### src/rdq_pkg.sv
// Purpose: Shared constants and types of the receive done-queue writer.
// Assumes: A 32-bit classic Wishbone register bus with byte addresses in the low 12 bits.
// Notes:   Offsets are byte addresses; each register takes one aligned word.
`default_nettype none
package rdq_pkg;
  // ---------------------------------------------------------------------------
  // Register offsets.
  // ---------------------------------------------------------------------------
  localparam logic [11:0] OFF_MASTER_CONFIG   = 12'h700;
  localparam logic [11:0] OFF_DMA_STATUS      = 12'h704;
  localparam logic [11:0] OFF_INT_ENABLE      = 12'h708;
  localparam logic [11:0] OFF_BASE_LOW        = 12'h730;
  localparam logic [11:0] OFF_BASE_HIGH       = 12'h734;
  localparam logic [11:0] OFF_END_INDEX       = 12'h738;
  localparam logic [11:0] OFF_HOST_READ_PTR   = 12'h73C;
  localparam logic [11:0] OFF_ENGINE_WRITE_PTR = 12'h740;
  localparam logic [11:0] OFF_FLUSH_TIMER     = 12'h744;
  localparam logic [11:0] OFF_RX_QUEUE_CTRL   = 12'h780;
  // ---------------------------------------------------------------------------
  // Field positions and reset values.
  // ---------------------------------------------------------------------------
  localparam int          RX_DMA_ENABLE_BIT   = 0;
  localparam int          DONE_WRITE_BIT      = 0;
  localparam int          DONE_OVERFLOW_BIT   = 1;
  localparam int          BURST_ENABLE_BIT    = 4;
  localparam int          FIFO_FLUSH_BIT      = 5;
  localparam int          FLAG_THRESHOLD_LSB  = 8;
  localparam logic [15:0] RX_QUEUE_CTRL_MASK  = 16'h073D;
  localparam logic [15:0] REG_RESET           = 16'h0000;
  localparam int          ENT_VALID_BIT       = 31;
  localparam int          ENT_EOF_BIT         = 30;
  localparam int          ENT_STATUS_LSB      = 27;
  localparam int          ENT_BUFCNT_LSB      = 24;
  localparam int          ENT_CHANNEL_LSB     = 16;
  // ---------------------------------------------------------------------------
  // Sizes and timing counts.
  // ---------------------------------------------------------------------------
  localparam int          NUM_CHANNELS        = 256;
  localparam int          FIFO_DEPTH          = 8;
  localparam int          HIGH_WATER          = 6;
  localparam int          TIMER_PRESCALE      = 256;
  // ---------------------------------------------------------------------------
  // Types.
  // ---------------------------------------------------------------------------
  typedef enum logic [1:0] {
    RDQ_IDLE  = 2'h1,
    RDQ_WRITE = 2'h2
  } rdq_state_e;
endpackage
`default_nettype wire

### src/rdq_writer.sv
// Function
// Equal read and write pointers mean empty.
// Read pointer one ahead means queue full.
// End index times four plus base.
// Post only after receive DMA enabled.
// Entry address is base plus write pointer.
// Pointer advances one, wraps to zero past end.
// Done flag after two-power threshold of entries.
// Overflow sets error, posts nothing, pointer kept.
// Each status flag can raise interrupt.
// Post after buffer count or whole packet.
// Packet end always posts an entry.
// Staging FIFO holds eight one-dword entries.
// Burst mode drains at six staged entries.
// Burst only as many entries as fit.
// No room: overflow flag, nothing written.
// After burst advance pointer, set done flag.
// Burst disabled posts entries one at a time.
// Sixteen-bit timer ticks every 256 clocks.
// Every queue write reloads the flush timer.
// Timer expiry forces staged entries out.
// Host programs nonzero reload before burst enable.
// Flush bit drains all staged entries.
// Only engine moves write, host moves read; the code also lets a host bus write change the write pointer.
// Entry valid bit is written as zero.
// Purpose: Posts receive completion entries into a circular host done queue.
// Assumes: Event inputs and the memory write port run on clk_i; memory port accepts one word per ack.
// Notes:   Each event stands for one filled data buffer of its channel.
`timescale 1ns/1ps
`default_nettype none
module rdq_writer #(
  parameter int NUM_CHANNELS = rdq_pkg::NUM_CHANNELS,
  parameter int FIFO_DEPTH   = rdq_pkg::FIFO_DEPTH,
  parameter int HIGH_WATER   = rdq_pkg::HIGH_WATER
) (
  input  wire logic        clk_i,
  input  wire logic        rst_i,
  input  wire logic        wb_cyc_i,
  input  wire logic        wb_stb_i,
  input  wire logic        wb_we_i,
  input  wire logic [11:0] wb_adr_i,
  input  wire logic [3:0]  wb_sel_i,
  input  wire logic [31:0] wb_dat_i,
  output var  logic [31:0] wb_dat_o,
  output var  logic        wb_ack_o,
  input  wire logic        evt_valid_i,
  output var  logic        evt_ready_o,
  input  wire logic [7:0]  evt_channel_i,
  input  wire logic [15:0] evt_desc_ptr_i,
  input  wire logic        evt_eof_i,
  input  wire logic [2:0]  evt_status_i,
  input  wire logic [2:0]  evt_buffer_threshold_i,
  output var  logic        mem_req_o,
  output var  logic [31:0] mem_addr_o,
  output var  logic [31:0] mem_data_o,
  output var  logic        mem_last_o,
  input  wire logic        mem_ack_i,
  output var  logic        done_write_flag_o,
  output var  logic        done_overflow_flag_o,
  output var  logic        irq_o
);
  localparam int PW = $clog2(FIFO_DEPTH);

  // ---------------------------------------------------------------------------
  // Register file.
  // ---------------------------------------------------------------------------
  logic [15:0] base_low;
  logic [15:0] base_high;
  logic [15:0] end_index;
  logic [15:0] host_rp;
  logic [15:0] wp;
  logic [15:0] timer_reload_value;
  logic [15:0] rx_queue_control;
  logic        rx_dma_enable;
  logic [1:0]  int_enable;
  logic        wb_hit;
  logic        wb_wr;
  logic [15:0] wmask;
  logic        wp_bus_wr;
  logic        stat_clr_write;
  logic        stat_clr_ovf;
  logic        burst_en;
  logic        flush;
  logic [2:0]  flag_thr;
  logic [31:0] base_addr;

  assign wb_hit         = wb_cyc_i && wb_stb_i && !wb_ack_o;
  assign wb_wr          = wb_cyc_i && wb_stb_i && wb_we_i && wb_ack_o;
  assign wmask          = {{8{wb_sel_i[1]}}, {8{wb_sel_i[0]}}};
  assign wp_bus_wr      = wb_wr && (wb_adr_i == rdq_pkg::OFF_ENGINE_WRITE_PTR);
  assign stat_clr_write = wb_wr && (wb_adr_i == rdq_pkg::OFF_DMA_STATUS) && wb_sel_i[0]
                          && wb_dat_i[rdq_pkg::DONE_WRITE_BIT];
  assign stat_clr_ovf   = wb_wr && (wb_adr_i == rdq_pkg::OFF_DMA_STATUS) && wb_sel_i[0]
                          && wb_dat_i[rdq_pkg::DONE_OVERFLOW_BIT];
  assign burst_en       = rx_queue_control[rdq_pkg::BURST_ENABLE_BIT];
  assign flush          = rx_queue_control[rdq_pkg::FIFO_FLUSH_BIT];
  assign flag_thr       = rx_queue_control[rdq_pkg::FLAG_THRESHOLD_LSB +: 3];
  assign base_addr      = {base_high, base_low};

  function automatic logic [15:0] merge(input logic [15:0] old, input logic [15:0] m, input logic [15:0] d);
    merge = (old & ~m) | (d & m);
  endfunction

  always_ff @(posedge clk_i) begin
    if (rst_i) begin
      base_low           <= rdq_pkg::REG_RESET;
      base_high          <= rdq_pkg::REG_RESET;
      end_index          <= rdq_pkg::REG_RESET;
      host_rp            <= rdq_pkg::REG_RESET;
      timer_reload_value <= rdq_pkg::REG_RESET;
      rx_queue_control   <= rdq_pkg::REG_RESET;
      rx_dma_enable      <= 1'h0;
      int_enable         <= 2'h0;
    end else if (wb_wr) begin
      unique case (wb_adr_i)
        rdq_pkg::OFF_BASE_LOW:      base_low <= merge(base_low, wmask, wb_dat_i[15:0]);
        rdq_pkg::OFF_BASE_HIGH:     base_high <= merge(base_high, wmask, wb_dat_i[15:0]);
        rdq_pkg::OFF_END_INDEX:     end_index <= merge(end_index, wmask, wb_dat_i[15:0]);
        rdq_pkg::OFF_HOST_READ_PTR: host_rp <= merge(host_rp, wmask, wb_dat_i[15:0]);
        rdq_pkg::OFF_FLUSH_TIMER:   timer_reload_value <= merge(timer_reload_value, wmask, wb_dat_i[15:0]);
        rdq_pkg::OFF_RX_QUEUE_CTRL: begin
          rx_queue_control <= merge(rx_queue_control, wmask & rdq_pkg::RX_QUEUE_CTRL_MASK, wb_dat_i[15:0]);
        end
        rdq_pkg::OFF_MASTER_CONFIG: begin
          if (wb_sel_i[0]) begin
            rx_dma_enable <= wb_dat_i[rdq_pkg::RX_DMA_ENABLE_BIT];
          end
        end
        rdq_pkg::OFF_INT_ENABLE: begin
          if (wb_sel_i[0]) begin
            int_enable <= wb_dat_i[1:0];
          end
        end
        default: begin
        end
      endcase
    end
  end

  always_ff @(posedge clk_i) begin
    if (rst_i) begin
      wb_ack_o <= 1'h0;
      wb_dat_o <= 32'h0000_0000;
    end else begin
      wb_ack_o <= wb_hit;
      wb_dat_o <= 32'h0000_0000;
      if (wb_hit && !wb_we_i) begin
        unique case (wb_adr_i)
          rdq_pkg::OFF_BASE_LOW:         wb_dat_o[15:0] <= base_low;
          rdq_pkg::OFF_BASE_HIGH:        wb_dat_o[15:0] <= base_high;
          rdq_pkg::OFF_END_INDEX:        wb_dat_o[15:0] <= end_index;
          rdq_pkg::OFF_HOST_READ_PTR:    wb_dat_o[15:0] <= host_rp;
          rdq_pkg::OFF_ENGINE_WRITE_PTR: wb_dat_o[15:0] <= wp;
          rdq_pkg::OFF_FLUSH_TIMER:      wb_dat_o[15:0] <= timer_reload_value;
          rdq_pkg::OFF_RX_QUEUE_CTRL:    wb_dat_o[15:0] <= rx_queue_control;
          rdq_pkg::OFF_MASTER_CONFIG:    wb_dat_o[0] <= rx_dma_enable;
          rdq_pkg::OFF_DMA_STATUS:       wb_dat_o[1:0] <= {done_overflow_flag_o, done_write_flag_o};
          rdq_pkg::OFF_INT_ENABLE:       wb_dat_o[1:0] <= int_enable;
          default:                       wb_dat_o <= 32'h0000_0000;
        endcase
      end
    end
  end

  // ---------------------------------------------------------------------------
  // Completion events and per-channel buffer counts.
  // ---------------------------------------------------------------------------
  logic [2:0]    buf_cnt [NUM_CHANNELS];
  logic          evt_take;
  logic [2:0]    inc_cnt;
  logic          post_evt;
  logic [31:0]   next_entry;

  assign evt_take = evt_valid_i && evt_ready_o;
  assign inc_cnt  = buf_cnt[evt_channel_i] + 3'h1;
  // Packet end always posts; otherwise post when the buffer count is reached.
  assign post_evt = evt_take && (evt_eof_i || (evt_buffer_threshold_i != 3'h0 &&
                                               inc_cnt == evt_buffer_threshold_i));

  always_comb begin
    next_entry = 32'h0000_0000;
    next_entry[15:0] = evt_desc_ptr_i;
    next_entry[rdq_pkg::ENT_CHANNEL_LSB +: 8] = evt_channel_i;
    next_entry[rdq_pkg::ENT_BUFCNT_LSB +: 3] = (evt_buffer_threshold_i == 3'h0) ? 3'h0 : inc_cnt;
    next_entry[rdq_pkg::ENT_STATUS_LSB +: 3] = evt_status_i;
    next_entry[rdq_pkg::ENT_EOF_BIT] = evt_eof_i;
  end

  always_ff @(posedge clk_i) begin
    if (rst_i) begin
      for (int i = 0; i < NUM_CHANNELS; i++) begin
        buf_cnt[i] <= 3'h0;
      end
    end else if (evt_take) begin
      buf_cnt[evt_channel_i] <= (post_evt || evt_buffer_threshold_i == 3'h0) ? 3'h0 : inc_cnt;
    end
  end

  // ---------------------------------------------------------------------------
  // Staging FIFO.
  // ---------------------------------------------------------------------------
  logic [31:0]   fifo_mem [FIFO_DEPTH];
  logic [PW-1:0] f_wr;
  logic [PW-1:0] f_rd;
  logic [PW-1:0] f_rd_nx;
  logic [PW:0]   f_cnt;
  logic [PW:0]   next_f_cnt;
  logic          pop;
  logic          drop;
  logic          mem_done;
  rdq_pkg::rdq_state_e st;

  assign mem_done   = (st == rdq_pkg::RDQ_WRITE) && mem_ack_i;
  assign pop        = mem_done || drop;
  assign f_rd_nx    = f_rd + 1'h1;
  assign next_f_cnt = f_cnt + (PW+1)'(post_evt) - (PW+1)'(pop);

  always_ff @(posedge clk_i) begin
    if (post_evt) begin
      fifo_mem[f_wr] <= next_entry;
    end
  end

  always_ff @(posedge clk_i) begin
    if (rst_i) begin
      f_wr        <= '0;
      f_rd        <= '0;
      f_cnt       <= '0;
      evt_ready_o <= 1'h0;
    end else begin
      if (post_evt) begin
        f_wr <= f_wr + 1'h1;
      end
      if (pop) begin
        f_rd <= f_rd_nx;
      end
      f_cnt       <= next_f_cnt;
      // Ready looks ahead so an accepted entry always finds a slot.
      evt_ready_o <= rx_dma_enable && (next_f_cnt < (PW+1)'(FIFO_DEPTH));
    end
  end

  // ---------------------------------------------------------------------------
  // Queue space and drain decision.
  // ---------------------------------------------------------------------------
  logic [16:0] q_size;
  logic [16:0] q_used;
  logic [16:0] q_free;
  logic [PW:0] n_fit;
  logic [16:0] wp_inc;
  logic [15:0] wp_adv;
  logic        tmr_expire;
  logic        trigger;
  logic        ovf_set;

  assign q_size  = {1'h0, end_index} + 17'h1;
  assign q_used  = (wp >= host_rp) ? ({1'h0, wp} - {1'h0, host_rp})
                                   : ({1'h0, wp} + q_size - {1'h0, host_rp});
  // One slot always stays unused, so a full queue has the read pointer one ahead.
  assign q_free  = q_size - 17'h1 - q_used;
  assign n_fit   = !burst_en ? (PW+1)'(1) : (q_free < 17'(f_cnt)) ? q_free[PW:0] : f_cnt;
  assign wp_inc  = {1'h0, wp} + 17'h1;
  assign wp_adv  = (wp_inc > {1'h0, end_index}) ? 16'h0000 : wp_inc[15:0];
  assign trigger = (f_cnt != '0) && (!burst_en || f_cnt >= (PW+1)'(HIGH_WATER) ||
                                     flush || tmr_expire);
  assign ovf_set = (st == rdq_pkg::RDQ_IDLE) && trigger && (q_free == 17'h0);
  // Single posting drops the refused entry; burst mode keeps it staged.
  assign drop    = ovf_set && !burst_en;

  // ---------------------------------------------------------------------------
  // Host memory writer.
  // ---------------------------------------------------------------------------
  logic [PW:0] burst_left;

  always_ff @(posedge clk_i) begin
    if (rst_i) begin
      st         <= rdq_pkg::RDQ_IDLE;
      burst_left <= '0;
      mem_req_o  <= 1'h0;
      mem_addr_o <= 32'h0000_0000;
      mem_data_o <= 32'h0000_0000;
      mem_last_o <= 1'h0;
    end else begin
      unique case (st)
        rdq_pkg::RDQ_IDLE: begin
          if (trigger && q_free != 17'h0) begin
            st         <= rdq_pkg::RDQ_WRITE;
            burst_left <= n_fit;
            mem_req_o  <= 1'h1;
            mem_addr_o <= base_addr + {14'h0000, wp, 2'h0};
            mem_data_o <= fifo_mem[f_rd];
            mem_last_o <= (n_fit == (PW+1)'(1));
          end
        end
        rdq_pkg::RDQ_WRITE: begin
          if (mem_ack_i) begin
            if (burst_left == (PW+1)'(1)) begin
              st         <= rdq_pkg::RDQ_IDLE;
              mem_req_o  <= 1'h0;
              mem_last_o <= 1'h0;
            end else begin
              mem_addr_o <= base_addr + {14'h0000, wp_adv, 2'h0};
              mem_data_o <= fifo_mem[f_rd_nx];
              mem_last_o <= (burst_left == (PW+1)'(2));
            end
            burst_left <= burst_left - 1'h1;
          end
        end
      endcase
    end
  end

  always_ff @(posedge clk_i) begin
    if (rst_i) begin
      wp <= rdq_pkg::REG_RESET;
    end else if (mem_done) begin
      wp <= wp_adv;
    end else if (wp_bus_wr) begin
      wp <= merge(wp, wmask, wb_dat_i[15:0]);
    end
  end

  // ---------------------------------------------------------------------------
  // Flush timer.
  // ---------------------------------------------------------------------------
  logic [7:0]  prescale;
  logic        tick;
  logic [15:0] done_flush_timer;

  assign tick       = (prescale == 8'(rdq_pkg::TIMER_PRESCALE - 1));
  // A zero reload expires at once; the host must program a legal value first.
  assign tmr_expire = burst_en && (done_flush_timer == 16'h0000);

  always_ff @(posedge clk_i) begin
    if (rst_i) begin
      prescale         <= 8'h00;
      done_flush_timer <= rdq_pkg::REG_RESET;
    end else begin
      prescale <= prescale + 8'h01;
      if (mem_done || !burst_en) begin
        done_flush_timer <= timer_reload_value;
      end else if (tick && done_flush_timer != 16'h0000) begin
        done_flush_timer <= done_flush_timer - 16'h0001;
      end
    end
  end

  // ---------------------------------------------------------------------------
  // Status flags and interrupt.
  // ---------------------------------------------------------------------------
  logic [7:0] posted_cnt;
  logic [7:0] thr_limit;
  logic       done_set;

  assign thr_limit = 8'h01 << flag_thr;
  assign done_set  = mem_done && ((posted_cnt + 8'h01) >= thr_limit);

  always_ff @(posedge clk_i) begin
    if (rst_i) begin
      posted_cnt           <= 8'h00;
      done_write_flag_o    <= 1'h0;
      done_overflow_flag_o <= 1'h0;
      irq_o                <= 1'h0;
    end else begin
      if (mem_done) begin
        posted_cnt <= done_set ? 8'h00 : posted_cnt + 8'h01;
      end
      // A set in the same cycle as a clear wins.
      done_write_flag_o    <= done_set || (done_write_flag_o && !stat_clr_write);
      done_overflow_flag_o <= ovf_set || (done_overflow_flag_o && !stat_clr_ovf);
      irq_o <= (done_write_flag_o && int_enable[0]) || (done_overflow_flag_o && int_enable[1]);
    end
  end
endmodule
`default_nettype wire

### config.mk
export PLATFORM = sky130hd
export DESIGN_NAME = rdq_writer
export DESIGN_NICKNAME = d
export VERILOG_FILES = /design/src/rdq_pkg.sv /design/src/rdq_writer.sv
export SDC_FILE = /design/constraint.sdc
export NUM_CORES = 2
export LEC_CHECK = 0
export BUFFER_PORTS_ARGS = -buffer_cell sky130_fd_sc_hd__buf_2
export CORE_MARGIN = 2
export CORE_UTILIZATION = 50
export DETAILED_ROUTE_END_ITERATION = 16
export HOLD_SLACK_MARGIN = 0.06
export PLACE_DENSITY = 0.72
export SLEW_MARGIN = 25
export SYNTH_ARGS = -nofsm -noshare
export SYNTH_HDL_FRONTEND = slang
export SYNTH_SLANG_ARGS = --single-unit
### constraint.sdc
create_clock -name clk_i -period 18.5 [get_ports clk_i]
set_input_delay 3.7 -clock clk_i [delete_from_list [all_inputs] [get_ports clk_i]]
set_output_delay 3.7 -clock clk_i [all_outputs]
set_load 0.02 [all_outputs]
==> impl_metrics.json <==
{
  "cts_resized": 0,
  "cts_setup_buffers": 0,
  "fill_cells": 10288,
  "seq_area_frac_synth": 0.549,
  "clock_latency_ns": 0.77,
  "syn_inst": 5217,
  "setup_tns_ns": 0,
  "dp_cells": 6584,
  "num_rows": 131,
  "grt_max_degree": 198,
  "finClkSkew_ns": 0.0498,
  "fin_crit_ns": 10.59,
  "die_h_um": 363,
  "ant_nets": 0,
  "worstSetupStartpointType": "input port",
  "grt-ovfl-total": 0,
  "final_max_slew_viol_count": 0,
  "dieArea_um2": 132000,
  "total_power_mw": 7.47,
  "area_delta_synth_final_pct": 8.38,
  "wl_per_cell_um": 24.2,
  "cts_max_level": 4,
  "cts_max_path_buffers": 3,
  "numCtsBuffers": 133,
  "setup_viol": 0,
  "gp_congestion": 0.921,
  "grt_pass1_wl_um": 253000,
  "via_count": 44029,
  "cp_data_arrival_time_ns": 11.02,
  "grt_pass1_vias": 42484,
  "antenna_found_initial": 8,
  "synth_flop_cell": "edfxtp_1",
  "postCtsHoldBufs": 0,
  "p_per_area_nw_per_um2": 107,
  "layout-drive-gt1-share": 0.162,
  "worstPathRequired_ns": 18.93,
  "drtPass1Iterations": 6,
  "max_clock_freq_mhz": 94.4,
  "cts.clk_slew.worst_paths_ns": 0.06,
  "synthTopCellsByArea": "edfxtp_1 (47%), mux4_2 (10%), dfxtp_1 (7.6%)",
  "yosysTopAreaCell": "edfxtp_1",
  "multi_input_area_um2": 26100,
  "vias_per_cell": 6.45,
  "regArea_um2": 35400,
  "hold_path_class": "reg -> reg",
  "peakVddDrop_uv": 102,
  "ys_ff_latch": 1259,
  "cts.sinks": 1259,
  "synth-edff-count": 1016,
  "run_status": "finished, final reports clean",
  "critPathMaxFanout": 100,
  "core_um2": 128000,
  "ys_warn_count": 0,
  "cts_root_buffer": "clkbuf_16",
  "rsz0062_at_grt": "no",
  "async_reset_ff_frac": 0,
  "grt_usage": 0.247,
  "port-buffer-count": 153,
  "dp_hpwl_um": 101000,
  "ys_types": 86,
  "finish.net_count": 5274,
  "drc_errors": 0,
  "final_cells": 6826,
  "synth.top_cell.area_share": 0.474,
  "die_w_um": 363,
  "syn_area_um2": 64400,
  "synth.avg_cell_area_um2": 12.3,
  "path_class": "in -> reg",
  "ios": 189,
  "endpoint_kind": "flop",
  "initial_core_util": 0.504,
  "final_core_util": 0.546,
  "cap_viol_max_count": 0,
  "post-route-period-util": 0.573,
  "relSlewSlack": 0.315,
  "finalHoldViolCount": 0,
  "cts_tree": "yes",
  "worst_slew_pin_slew_ns": 1.00,
  "drt-initial-drc-count": 5286,
  "drt_wl_total_um": 165000,
  "leakagePower_nw": 22.9
}
==> critical path, cell delays in order <==
cell	delay, ns
buf_8	0.40
buf_4	0.64
buf_4	0.81
mux2i_1	0.34
a22oi_1	0.13
nand3_1	0.19
nand4_1	0.15
a2111oi_0	0.87
nand4_1	0.58
ha_1	0.39
xnor2_1	0.35
mux2i_4	0.35
nand3_4	0.24
nand2_8	0.59
buf_4	0.91
nor3_1	0.13
==> cells by family (layout without fill, tap and decap cells) <==
group                    Yosys count  after routing  share of synthesized area
AO/OA/AOI/OAI                    869            869                     0.0941
XOR/XNOR                         121            121                     0.0165
adder cells (fa/ha/maj)          129            129                     0.0274
buffers and inverters            648            578                     0.0505
flip-flops                      1259           1259                      0.549
multiplexers                     462            462                      0.130
other                              1             18                  0.0000582
AND/OR/NAND/NOR                 1728           1728                      0.132
==> area by class of cell <==
cell class	instances	share of cell area
diodes	1	0.0000359
flip-flops and latches	1259	0.507
inverters	94	0.00506
well taps	1662	0.0298
repair buffers	245	0.0224
multi-input cells	3326	0.374
clock buffers	163	0.0507
clock inverters	76	0.0109
==> placed cells by master, fill, tap and decap left out, types with 149 or more instances in the layout <==
| cell | netlist | final |
|---|---|---|
| dfxtp_1 | 243 | 239 |
| mux2i_1 | 149 | 149 |
| nand2_1 | 332 | 311 |
| mux4_2 | 299 | 299 |
| buf_2 | 38 | 150 |
| a21oi_1 | 199 | 199 |
| nor3_1 | 808 | 804 |
| nor2_1 | 190 | 182 |
| edfxtp_1 | 1016 | 1016 |
| o21bai_1 | 262 | 262 |
==> registers in the layout (all words and copies together), names as in the netlist, 2 cells and up, named ones only <==
register          cells
f_rd                  3
int_enable            2
mem_data_o           31
burst_left            4
f_wr                  3
f_cnt                 4
posted_cnt            8
prescale              8
mem_addr_o           32
done_flush_timer     16
wb_dat_o             16
fifo_mem            248
buf_cnt             768
==> synth_stat cells, types with 10 or more instances <==
library cell / number
edfxtp_1: 1016
nor3_1: 808
clkbuf_1: 382
nand2_1: 332
mux4_2: 299
o21bai_1: 262
dfxtp_1: 243
a21oi_1: 199
nor2_1: 190
mux2i_1: 149
nand3_1: 137
ha_1: 109
inv_1: 93
buf_6: 79
xnor2_1: 76
a22oi_1: 66
o21ai_0: 64
a211oi_1: 63
nor2b_1: 56
xor2_1: 45
buf_2: 38
a21o_1: 33
a311o_1: 33
buf_4: 29
nand4_1: 28
nand2b_1: 27
a31oi_1: 24
and3_1: 24
nor4_1: 24
buf_1: 20
fa_1: 20
or3_1: 19
and2_1: 17
a2111oi_0: 16
or2_2: 16
a222oi_1: 15
mux2_2: 13
o21a_1: 13
a22o_1: 10
==> per-layer routing <==
layer,vias to the layer above,share of wire,track usage
met5,-,0.00061,0
met1,21863,0.39,0.333
li1,19674,-,-
met3,341,0.097,0.0498
met2,2137,0.48,0.403
met4,14,0.027,0.0802
==> final timing paths <==
path                                                 endpoint                        from  cells after the start  slack, ns
worst max-delay path            buf_cnt[137][2]$_SDFFCE_PN0P_            evt_channel_i[1]                     16       7.91
worst min-delay path               mem_data_o[9]$_SDFFE_PP0P_  mem_data_o[9]$_SDFFE_PP0P_                      2       0.45
worst max register to register     mem_data_o[1]$_SDFFE_PP0P_                        flop                     24       9.74
worst min register to register     mem_data_o[9]$_SDFFE_PP0P_  mem_data_o[9]$_SDFFE_PP0P_                      2       0.45
==> metrics by stage <==
step / area, um2 / hold WS [ns] / worst slack [ns]
global route: 69800 / 0.468 / 7.63
finish: 69800 / 0.451 / 7.91
floorplan: 64400 / 0.430 / 7.61
detailed placement: 65400 / 0.443 / 7.15
CTS: 69700 / 0.451 / 8.01
global placement: 65400 / 0.440 / 7.20
==> power breakdown <==
part | total, mW | internal [mW] | switching, mW
Combinational | 1.59 | 0.586 | 1.01
Clock | 2.65 | 1.51 | 1.14
Sequential | 3.23 | 3.16 | 0.0641
Total | 7.47 | 5.26 | 2.21
No activity file was read; power rests on OpenSTA's default activity.
